## config.mk

```make
export PLATFORM = sky130hd
export DESIGN_NAME = acc_top
export DESIGN_NICKNAME = d
export VERILOG_FILES = /design/src/verilog/acc_pkg.sv /design/src/verilog/acc_sense.sv /design/src/verilog/acc_top.sv
export SDC_FILE = /design/constraint.sdc
export NUM_CORES = 1
export LEC_CHECK = 0
export ABC_AREA = 0
export BUFFER_PORTS_ARGS = -buffer_cell sky130_fd_sc_hd__buf_2
export CORE_UTILIZATION = 42
export CTS_BUF_LIST = sky130_fd_sc_hd__clkbuf_2 sky130_fd_sc_hd__clkbuf_4 sky130_fd_sc_hd__clkbuf_8
export DETAILED_ROUTE_END_ITERATION = 10
export PLACE_DENSITY = 0.87
export SLEW_MARGIN = 20
export SYNTH_ARGS = -nofsm -noshare
export SYNTH_HDL_FRONTEND = slang
export SYNTH_HIERARCHICAL = 1
export SYNTH_SLANG_ARGS = --single-unit
```

## constraint.sdc

```tcl
create_clock -name clk -period 1.6 [get_ports clk]
set_input_delay 0.16 -clock clk [delete_from_list [all_inputs] [get_ports clk]]
set_output_delay 0.16 -clock clk [all_outputs]
set_load 0.02 [all_outputs]
```

## src/verilog/acc_pkg.sv

```systemverilog
// constants, field positions and carrier types of the comparator control
package acc_pkg;

  // register byte offsets from the peripheral base
  localparam logic [31:0] ACC_BASE_ADDR = 32'h4003c000;
  localparam logic [7:0] OFS_MASKED_STATUS = 8'h00;
  localparam logic [7:0] OFS_RAW_STATUS = 8'h04;
  localparam logic [7:0] OFS_INT_ENABLE = 8'h08;
  localparam logic [7:0] OFS_INT_CLEAR = 8'h0c;
  localparam logic [7:0] OFS_LADDER_CTRL = 8'h10;
  localparam logic [7:0] OFS_RESULT_STATUS = 8'h20;
  localparam logic [7:0] OFS_CONFIG = 8'h24;

  // interrupt status, enable and clear layout
  localparam int INT_EVENT_BIT = 0;

  // reference_ladder_control layout
  localparam int LADDER_POWER_BIT = 9;
  localparam int LADDER_RANGE_BIT = 8;
  localparam int LADDER_TAP_LSB = 0;
  localparam int LADDER_TAP_W = 4;

  // comparator_result_status layout
  localparam int STATUS_VALUE_BIT = 1;

  // comparator_config layout
  localparam int CFG_INVERT_BIT = 1;
  localparam int CFG_INT_SENSE_LSB = 2;
  localparam int CFG_INT_LEVEL_BIT = 4;
  localparam int CFG_TRIG_SENSE_LSB = 5;
  localparam int CFG_TRIG_LEVEL_BIT = 7;
  localparam int CFG_PIN_EN_BIT = 8;
  localparam int CFG_SRC_LSB = 9;
  localparam int CFG_TRIG_EN_BIT = 11;

  // noninverting source codes
  localparam logic [1:0] SRC_POS_PIN_A = 2'h0;
  localparam logic [1:0] SRC_POS_PIN_B = 2'h1;
  localparam logic [1:0] SRC_LADDER = 2'h2;

  // edge or level sense codes
  localparam logic [1:0] SENSE_LEVEL = 2'h0;
  localparam logic [1:0] SENSE_FALL = 2'h1;
  localparam logic [1:0] SENSE_RISE = 2'h2;
  localparam logic [1:0] SENSE_BOTH = 2'h3;

  // ladder geometry in resistor units
  localparam logic [5:0] LADDER_UNITS_LOW = 6'h20;
  localparam logic [5:0] LADDER_UNITS_HIGH = 6'h18;
  localparam logic [5:0] LADDER_TAP_OFFSET = 6'h08;

  // ahb transfer type bit that marks an active transfer
  localparam int HTRANS_ACTIVE_BIT = 1;

  typedef struct packed {
    logic power;
    logic range;
    logic [LADDER_TAP_W-1:0] tap;
  } acc_ladder_t;

  typedef struct packed {
    logic trig_en;
    logic [1:0] src;
    logic pin_en;
    logic trig_level;
    logic [1:0] trig_sense;
    logic int_level;
    logic [1:0] int_sense;
    logic invert;
  } acc_config_t;

  typedef struct packed {
    logic sel_pos_pin;
    logic sel_ladder;
    logic sel_neg_pin;
    logic ladder_power;
    logic ref_ground;
    logic [5:0] ladder_units;
    logic [5:0] tap_position;
  } acc_analog_t;

  localparam acc_ladder_t LADDER_RESET = '0;
  localparam acc_config_t CONFIG_RESET = '0;
  localparam logic INT_ENABLE_RESET = 1'b0;
  localparam logic RAW_STATUS_RESET = 1'b0;

endpackage : acc_pkg

```

## src/verilog/acc_sense.sv

```systemverilog
// edge or level matcher for one consumer of the comparator result
`timescale 1ns/10ps
module acc_sense
  import acc_pkg::*;
(
  // comparator value now and one cycle ago
  input wire logic cur,
  input wire logic prev,
  // selected sense and level
  input wire logic [1:0] sense,
  input wire logic level_val,
  // match
  output logic hit
);

  always_comb begin
    unique case (sense)
      SENSE_LEVEL: hit = (cur == level_val);
      SENSE_FALL: hit = prev & ~cur;
      SENSE_RISE: hit = ~prev & cur;
      SENSE_BOTH: hit = prev ^ cur;
    endcase
  end

endmodule : acc_sense

```

## src/verilog/acc_top.sv

```systemverilog
// comparator control: ahb-lite registers, reference ladder, events
//
// Implementation choice: register access over AHB-Lite.
`timescale 1ns/10ps
// Overview of operation
// - interrupt and converter trigger each have their own sense logic.
// - the result can drive the pin, raise an interrupt or fire a trigger.
// - source 00 or 01 picks the positive pin, 10 the ladder, 11 none.
// - the inverting input connects to the negative pin, except while reset holds analog_ctrl cleared.
// - an unpowered ladder gives ground whatever tap and range hold.
// - powered with range clear, tap plus eight out of thirty-two units.
// - powered with range set, the tap itself out of twenty-four units.
// - the status register shows the registered comparator result after optional inversion.
// - writing 0x30c powers the ladder, range set, tap twelve.
// - writing 0x40c picks the ladder and leaves the pin undriven.
// - registers decode at base plus offset, ladder 0x10, config 0x24.
// - ladder register: power bit 9, range bit 8, tap bits 3:0.
module acc_top
  import acc_pkg::*;
#(
  parameter logic [31:0] BASE_ADDR = ACC_BASE_ADDR
)
(
  // clock and reset
  input wire logic clk,
  input wire logic rst,
  // ahb-lite slave
  input wire logic hsel,
  input wire logic [31:0] haddr,
  input wire logic [1:0] htrans,
  input wire logic hwrite,
  input wire logic [2:0] hsize,
  input wire logic [31:0] hwdata,
  input wire logic hready,
  output logic hreadyout,
  output logic hresp,
  output logic [31:0] hrdata,
  // comparator core
  input wire logic comparator_result,
  output acc_analog_t analog_ctrl,
  // output pin
  output logic comparator_output_pin,
  output logic comparator_output_pin_oe,
  // converter trigger and interrupt
  output logic adc_trigger,
  output logic irq
);

  acc_ladder_t ladder;
  acc_config_t config_r;
  acc_analog_t next_analog;
  logic int_enable;
  logic raw_status;
  logic output_value;
  logic prev_value;
  logic int_hit;
  logic trig_hit;
  logic int_clear;
  logic addr_taken;
  logic addr_hit;
  logic [7:0] addr_ofs;
  logic wr_pend;
  logic [7:0] wr_ofs;
  logic [31:0] next_rdata;

  // ------------------------------------------------------------
  // bus slave: zero wait states, always okay
  // ------------------------------------------------------------
  assign hreadyout = 1'b1;
  assign hresp = 1'b0;

  assign addr_taken = hsel & htrans[HTRANS_ACTIVE_BIT] & hready;
  assign addr_ofs = haddr[7:0];
  assign addr_hit = (haddr[31:8] == BASE_ADDR[31:8]) &&
                    (haddr[1:0] == 2'h0);

  // write address phase is held for the data phase
  always_ff @(posedge clk) begin
    if (rst) begin
      wr_pend <= 1'b0;
      wr_ofs <= 8'h00;
    end else begin
      wr_pend <= addr_taken & hwrite & addr_hit;
      if (addr_taken) begin
        wr_ofs <= addr_ofs;
      end
    end
  end

  // read data mux, unmapped and reserved bits read zero
  always_comb begin
    next_rdata = 32'h00000000;
    unique case (addr_ofs)
      OFS_MASKED_STATUS: begin
        next_rdata[INT_EVENT_BIT] = raw_status & int_enable;
      end
      OFS_RAW_STATUS: begin
        next_rdata[INT_EVENT_BIT] = raw_status;
      end
      OFS_INT_ENABLE: begin
        next_rdata[INT_EVENT_BIT] = int_enable;
      end
      OFS_LADDER_CTRL: begin
        next_rdata[LADDER_POWER_BIT] = ladder.power;
        next_rdata[LADDER_RANGE_BIT] = ladder.range;
        next_rdata[LADDER_TAP_LSB +: LADDER_TAP_W] = ladder.tap;
      end
      OFS_RESULT_STATUS: begin
        next_rdata[STATUS_VALUE_BIT] = output_value;
      end
      OFS_CONFIG: begin
        next_rdata[CFG_INVERT_BIT] = config_r.invert;
        next_rdata[CFG_INT_SENSE_LSB +: 2] = config_r.int_sense;
        next_rdata[CFG_INT_LEVEL_BIT] = config_r.int_level;
        next_rdata[CFG_TRIG_SENSE_LSB +: 2] = config_r.trig_sense;
        next_rdata[CFG_TRIG_LEVEL_BIT] = config_r.trig_level;
        next_rdata[CFG_PIN_EN_BIT] = config_r.pin_en;
        next_rdata[CFG_SRC_LSB +: 2] = config_r.src;
        next_rdata[CFG_TRIG_EN_BIT] = config_r.trig_en;
      end
      default: begin
        next_rdata = 32'h00000000;
      end
    endcase
  end

  // read data is caught at the address phase edge
  always_ff @(posedge clk) begin
    if (rst) begin
      hrdata <= 32'h00000000;
    end else if (addr_taken && !hwrite && addr_hit) begin
      hrdata <= next_rdata;
    end else if (addr_taken) begin
      hrdata <= 32'h00000000;
    end
  end

  // ------------------------------------------------------------
  // software registers
  // ------------------------------------------------------------
  // reference ladder control
  always_ff @(posedge clk) begin
    if (rst) begin
      ladder <= LADDER_RESET;
    end else if (wr_pend && wr_ofs == OFS_LADDER_CTRL) begin
      ladder.power <= hwdata[LADDER_POWER_BIT];
      ladder.range <= hwdata[LADDER_RANGE_BIT];
      ladder.tap <= hwdata[LADDER_TAP_LSB +: LADDER_TAP_W];
    end
  end

  // comparator configuration
  always_ff @(posedge clk) begin
    if (rst) begin
      config_r <= CONFIG_RESET;
    end else if (wr_pend && wr_ofs == OFS_CONFIG) begin
      config_r.invert <= hwdata[CFG_INVERT_BIT];
      config_r.int_sense <= hwdata[CFG_INT_SENSE_LSB +: 2];
      config_r.int_level <= hwdata[CFG_INT_LEVEL_BIT];
      config_r.trig_sense <= hwdata[CFG_TRIG_SENSE_LSB +: 2];
      config_r.trig_level <= hwdata[CFG_TRIG_LEVEL_BIT];
      config_r.pin_en <= hwdata[CFG_PIN_EN_BIT];
      config_r.src <= hwdata[CFG_SRC_LSB +: 2];
      config_r.trig_en <= hwdata[CFG_TRIG_EN_BIT];
    end
  end

  // interrupt enable
  always_ff @(posedge clk) begin
    if (rst) begin
      int_enable <= INT_ENABLE_RESET;
    end else if (wr_pend && wr_ofs == OFS_INT_ENABLE) begin
      int_enable <= hwdata[INT_EVENT_BIT];
    end
  end

  // write-one-to-clear strobe
  assign int_clear = wr_pend && (wr_ofs == OFS_INT_CLEAR) &&
                     hwdata[INT_EVENT_BIT];

  // ------------------------------------------------------------
  // comparator result path
  // ------------------------------------------------------------
  // result with optional inversion, and its previous value
  always_ff @(posedge clk) begin
    if (rst) begin
      output_value <= 1'b0;
      prev_value <= 1'b0;
    end else begin
      output_value <= comparator_result ^ config_r.invert;
      prev_value <= output_value;
    end
  end

  // independent sense logic for interrupt and trigger
  acc_sense u_int_sense (
    .cur (output_value),
    .prev (prev_value),
    .sense (config_r.int_sense),
    .level_val (config_r.int_level),
    .hit (int_hit)
  );

  acc_sense u_trig_sense (
    .cur (output_value),
    .prev (prev_value),
    .sense (config_r.trig_sense),
    .level_val (config_r.trig_level),
    .hit (trig_hit)
  );

  // sticky event, a new event wins over a clear in the same cycle
  always_ff @(posedge clk) begin
    if (rst) begin
      raw_status <= RAW_STATUS_RESET;
    end else if (int_hit) begin
      raw_status <= 1'b1;
    end else if (int_clear) begin
      raw_status <= 1'b0;
    end
  end

  // level interrupt from enabled status
  assign irq = raw_status & int_enable;

  // converter trigger
  always_ff @(posedge clk) begin
    if (rst) begin
      adc_trigger <= 1'b0;
    end else begin
      adc_trigger <= trig_hit & config_r.trig_en;
    end
  end

  // output pin follows the result while enabled
  assign comparator_output_pin = output_value;
  assign comparator_output_pin_oe = config_r.pin_en;

  // ------------------------------------------------------------
  // analog steering and reference ladder
  // ------------------------------------------------------------
  always_comb begin
    next_analog = '0;
    next_analog.sel_neg_pin = 1'b1;
    next_analog.sel_pos_pin = (config_r.src == SRC_POS_PIN_A) ||
                              (config_r.src == SRC_POS_PIN_B);
    next_analog.sel_ladder = (config_r.src == SRC_LADDER);
    next_analog.ladder_power = ladder.power;
    next_analog.ref_ground = ~ladder.power;
    if (!ladder.power) begin
      next_analog.ladder_units = LADDER_UNITS_HIGH;
      next_analog.tap_position = 6'h00;
    end else if (!ladder.range) begin
      next_analog.ladder_units = LADDER_UNITS_LOW;
      next_analog.tap_position = {2'h0, ladder.tap} + LADDER_TAP_OFFSET;
    end else begin
      next_analog.ladder_units = LADDER_UNITS_HIGH;
      next_analog.tap_position = {2'h0, ladder.tap};
    end
  end

  always_ff @(posedge clk) begin
    if (rst) begin
      analog_ctrl <= '0;
    end else begin
      analog_ctrl <= next_analog;
    end
  end

endmodule : acc_top

```

# [Word level (Yosys, flattened, before mapping)]
# Cells that the tools add are included.
[word_totals] register_bits=60 in_bits=75 output_inout_bits=55 elab_cells=96
[classes] add_sub_neg=1 n_eq_ne=20 mux=15 n_bitwise=13 n_reduce_logical=19
[ops] cell="12-bit 2-to-1 mux" count=4
[ops] cell="24-bit by 23-bit == test with 1-bit output, second input constant" count=1
[ops] cell="8-bit by 4-bit == test with 1-bit output, second input constant" count=3
[ops] cell="8-bit by 6-bit == test with 1-bit output, second input constant" count=3
[ops] cell="8-bit by 5-bit == test with 1-bit output, second input constant" count=2
[ops] cell="15-bit 2-to-1 mux" count=1
[ops] cell="1-bit one-hot mux with 4 select lines" count=3
[ops] cell="2-bit == test, second input constant" count=5
[ops] cell="1-bit AND" count=8
[ops] cell="8-bit by 3-bit == test with 1-bit output, second input constant" count=1
[ops] cell="1-bit logical AND" count=8
[ops] cell="2-bit zero test" count=4
[ops] cell="8-bit zero test" count=1
[ops] cell="2-bit one-hot mux with 2 select lines" count=2
[ops] cell="2-bit by 1-bit == test with 1-bit output, second input constant" count=3
[ops] cell="4-bit by 4-bit adder with 5-bit output, second input constant" count=1
[ops] cell="4-bit 2-to-1 mux" count=1
[ops] cell="2-bit nonzero test" count=2
[ops] cell="1-bit NOT" count=3
[ops] cell="1-bit one-hot mux with 3 select lines" count=1
[ops] cell="3-bit OR reduction" count=1
[ops] cell="1-bit == test" count=2
[ops] cell="1-bit 2-to-1 mux" count=2
[ops] cell="2-bit 2-to-1 mux" count=1
[ops] cell="other kinds (4)" count=5

# [Logic depth before layout (Yosys ltp)]
[depth] ltp_word=5 depth_mapped=6 ltp_nobuf=6

# [By module]
# The synthesis kept the hierarchy.
[by_module_without_submodules] module="acc_top" n_inst=1 cells_per_inst=255 area_per_inst_um2=2399.8 seq_area_each_um2=1101.1
[by_module_without_submodules] module="acc_sense" n_inst=2 cells_per_inst=7 area_per_inst_um2=67.6 seq_area_each_um2=0.0

# [Worst setup path after synthesis]
# Ideal clock, no wire load.
[synth_timing] kind="register to register" start="register output_value, in the netlist comparator_output_pin" end="register raw_status" setup_ns=0.128 arrival_ns=1.532 required_time_ns=1.472 path_slack_ns=-0.060 stages_incl_launch_ff=7 n_path_buf=0 synth_period_minus_slack_ns=1.660 cell_sequence="dfxtp_1 inv_1 ha_1 inv_1 mux4_2 a21oi_1 nor2_1"
[synth_between] elab_chain_len=4 word_cells_on_any_way=8 classes_between="1 x eq/ne; 2 x mux; 4 x bitwise; 1 x reduce/logical"
[synth_rtl] element="from (decl)" line="acc_top.sv:54" rtl="logic output_value;"
[synth_rtl] element="from (signal assigned)" line="acc_top.sv:190" rtl="output_value <= comparator_result ^ config_r.invert;"
[synth_rtl] element="1-bit NOT" line="acc_sense.sv:19" rtl="SENSE_FALL: hit = prev & ~cur;"
[synth_rtl] element="1-bit AND" line="acc_sense.sv:19"
[synth_rtl] element="1-bit one-hot mux with 4 select lines (*)" line="acc_sense.sv:17" rtl="unique case (sense)"
[synth_rtl] element="named net int_hit" line="acc_top.sv:56" rtl="logic int_hit;"
[synth_rtl] element="1-bit 2-to-1 mux / 2-bit nonzero test (equally long branches)"
[synth_rtl] element="to (signal assigned)" line="acc_top.sv:215" rtl="raw_status <= RAW_STATUS_RESET;"
[synth_rtl] element="to (signal assigned)" line="acc_top.sv:217" rtl="raw_status <= 1'b1;"
[synth_rtl] element="to (signal assigned)" line="acc_top.sv:219" rtl="raw_status <= 1'b0;"
[synth_rtl] element="to (decl)" line="acc_top.sv:53" rtl="logic raw_status;"
# The timed path passes the listed nets; every way through them passes the cells marked *.
# A chain may end at the register's enable or synchronous reset.

# [Worst setup path after layout]
# Ends and elaborated chain as after synthesis.

==> results.json <==
{
  "outcome": "finished, final reports clean",
  "cpMostUsedCell": "inv_1",
  "viasPerCell": 4.95,
  "cp_num_buf_inv": 2,
  "ir_drop_uv": 384,
  "die_w_um": 79.7,
  "synth-seq-cells": 55,
  "finalHoldViolations": 0,
  "syn2layout_area_growth_pct": 19.5,
  "die-area_mm2": 0.00635,
  "cpPeakStageDelay_ns": 0.47,
  "cts_buffer_depth": 2,
  "crit_arrival_ns": 1.77,
  "cts_root_buf": "clkbuf_8",
  "fillerInstances": 536,
  "r2r_end": "raw_status$_SDFFE_PP0P_",
  "worstSetupPathType": "register to register",
  "p_leak_nw": 1.49,
  "tns_ns": 0,
  "cts.sinks": 55,
  "crit_family": "multiplexers",
  "clock_skew_ns": 0.0118,
  "cts.clk_slew.worst_paths_ns": 0.10,
  "endpoint_kind": "register",
  "grt-ovfl-total": 0,
  "cp-startpoint": "comparator_output_pin$_SDFF_PP0_",
  "die_h_um": 79.7,
  "finalWeightedCongestion": 0.800,
  "post_cts_resized": 0,
  "port_buffers": 79,
  "core_region_area_mm2": 0.00568,
  "cp.required_ns": 1.79,
  "hold_ws_ns": 0.0789,
  "crit_path_start_kind": "register",
  "ant_nets": 0,
  "grt_pass1_wl_um": 9400,
  "yosysUniqueCellTypes": 41,
  "whs_endpoint": "config_r[6]$_SDFFE_PP0P_",
  "cp_slowest_cell": "mux4_2",
  "synth.avg_cell_area_um2": 9.42,
  "grt_max_degree": 24,
  "r2r_cells": 6,
  "layout.nets": 428,
  "final_common_cell": "buf_2",
  "clkLatencyLatePin_ns": 0.31,
  "initial_core_util_pct": 44.7,
  "holdPathStages": 3,
  "wl_um": 5770,
  "layout_common_cells": "buf_2, dfxtp_1, nor2_1",
  "post-route-drc-count": 0,
  "holdBufCountCts": 0,
  "power_density_mw_per_mm2": 839,
  "grt_use_total_pct": 19.1,
  "first_global_vias": 2021,
  "post_cts_buffers": 0,
  "hp-class": "input pin to register",
  "rrSetupSlack_ns": 0.02,
  "slew_violations": 0,
  "finalCriticalPeriod_ns": 1.58,
  "crit_path_max_fanout": 6,
  "drv_cap": 0,
  "htree_levels": 2,
  "synthCells": 269,
  "rsz0062_at_grt": "false",
  "ys_seq_area_share_pct": 43.4,
  "drtIter0Drc": 106,
  "first_pass_iters": 5,
  "cts_tree": "done",
  "fmax_mhz": 631,
  "num_rows": 27,
  "setup_viol": 0,
  "place_hpwl_um": 4370,
  "antenna_found_initial": 0,
  "yosys_warnings": 6,
  "ios": 130,
  "antenna_cells": 0,
  "syn-cell-area_mm2": 0.00253,
  "layout-drive-gt1-share_pct": 31.5,
  "numCtsBuffers": 5,
  "dr_total_vias": 2085,
  "crit_chain": "inv_1, ha_1, inv_1, mux4_2, a21oi_1, nor2_1",
  "hold_start": "hwdata[7]",
  "avgRoutedWirePerCell_um": 13.7,
  "fin_crit_sh_pct": 99.1,
  "worstReg2RegStart": "comparator_output_pin$_SDFF_PP0_"
}
## flip-flops by register name (all words and copies together) (netlist names)
| name | cells |
|---|---|
| analog_ctrl | 12 |
| hrdata | 12 |
| config_r | 10 |
| wr_ofs | 8 |
| ladder | 6 |
| adc_trigger | 1 |
| comparator_output_pin | 1 |
| comparator_output_pin_oe | 1 |
| int_enable | 1 |
| prev_value | 1 |
| raw_status | 1 |
| wr_pend | 1 |
## how the worst max path moves through the flow
stage / to / slack (ns) / cells after the start
floorplan: raw_status$_SDFFE_PP0P_ / 0.08 / 6
global placement: hrdata[7]$_SDFFE_PP0P_ / 0.07 / 5
detailed placement: hrdata[8]$_SDFFE_PP0P_ / 0.04 / 6
CTS: raw_status$_SDFFE_PP0P_ / 0.04 / 6
global route: raw_status$_SDFFE_PP0P_ / 0.003 / 6
finish: raw_status$_SDFFE_PP0P_ / 0.02 / 6
## report_power, final
| part | switching, mW | leakage, nW | internal [mW] | total (mW) |
|---|---|---|---|---|
| logic | 0.163 | 0.993 | 0.0858 | 0.249 |
| registers | 0.0131 | 0.446 | 1.38 | 1.40 |
| clock network | 0.439 | 0.0502 | 0.458 | 0.897 |
## tightest hold or removal path, stage by stage
cell,delay [ns]
buf_2,0.07
mux2i_1,0.05
nor2_1,0.07
## layout make-up
| class | instances | area, µm² | share of cell area, % |
|---|---|---|---|
| Multi-Input combinational cell | 186 | 1220 | 40.4 |
| Sequential cell | 55 | 1100 | 36.4 |
| Timing Repair Buffer | 87 | 455 | 15.0 |
| Tap cell | 72 | 90.1 | 2.97 |
| Clock buffer | 5 | 68.8 | 2.27 |
| Inverter | 14 | 52.6 | 1.73 |
| Clock inverter | 2 | 37.5 | 1.24 |
## Yosys cell counts (all sizes together)
cell	instances	area share [%]
or4	1	0.44
a21o	1	0.30
buf	31	9.0
and2	4	0.99
clkbuf	7	1.0
nor4bb	4	1.6
xor2	1	0.35
inv	14	2.1
nor4b	4	1.6
and3	3	0.74
nor3b	4	1.2
and3b	1	0.35
o311ai	1	0.35
conb	2	0.30
nor2	28	4.1
a21oi	10	2.0
mux2i	18	7.1
ha	4	2.0
xnor2	3	1.0
o31ai	1	0.49
dfxtp	55	43
nor4	4	1.2
nor2b	1	0.25
or3	1	0.44
nand4b	2	0.69
a211o	1	0.35
nand2	19	2.8
nand4	2	0.49
nor3	4	1.2
mux4	2	1.8
a22o	3	1.0
o41ai	5	3.2
nand3	22	4.8
o21ai	6	1.2
## per-layer routing
metal	global-route usage (%)	wire length, µm	vias up
li1	-	-	1029
met1	24.1	2590	968
met2	33.0	2770	86
met3	4.46	393	2
met4	3.82	17	0
met5	0	0	-
## per-stage QoR
step	worst slack (ns)	instances	util, %	total power [mW]	instance area, µm²
floorplan	0.0780	293	-	1.61	2630
global placement	0.0693	414	51.4	1.67	2920
detailed placement	0.0381	414	51.4	1.67	2920
CTS	0.0374	421	53.3	2.56	3020
global route	0.00262	421	53.4	2.63	3030
finish	0.0150	421	53.4	2.54	3030
## kinds of logic after synthesis
logic type / share of synthesized area (%)
compound gates: 8.89
xor+xnor: 1.38
fa+ha+maj: 1.97
buf+inv: 12.1
flops: 43.4
mux: 8.88
other cells: 0.296
simple gates: 23.1
Note: power is estimated with default switching activity, not from simulation.
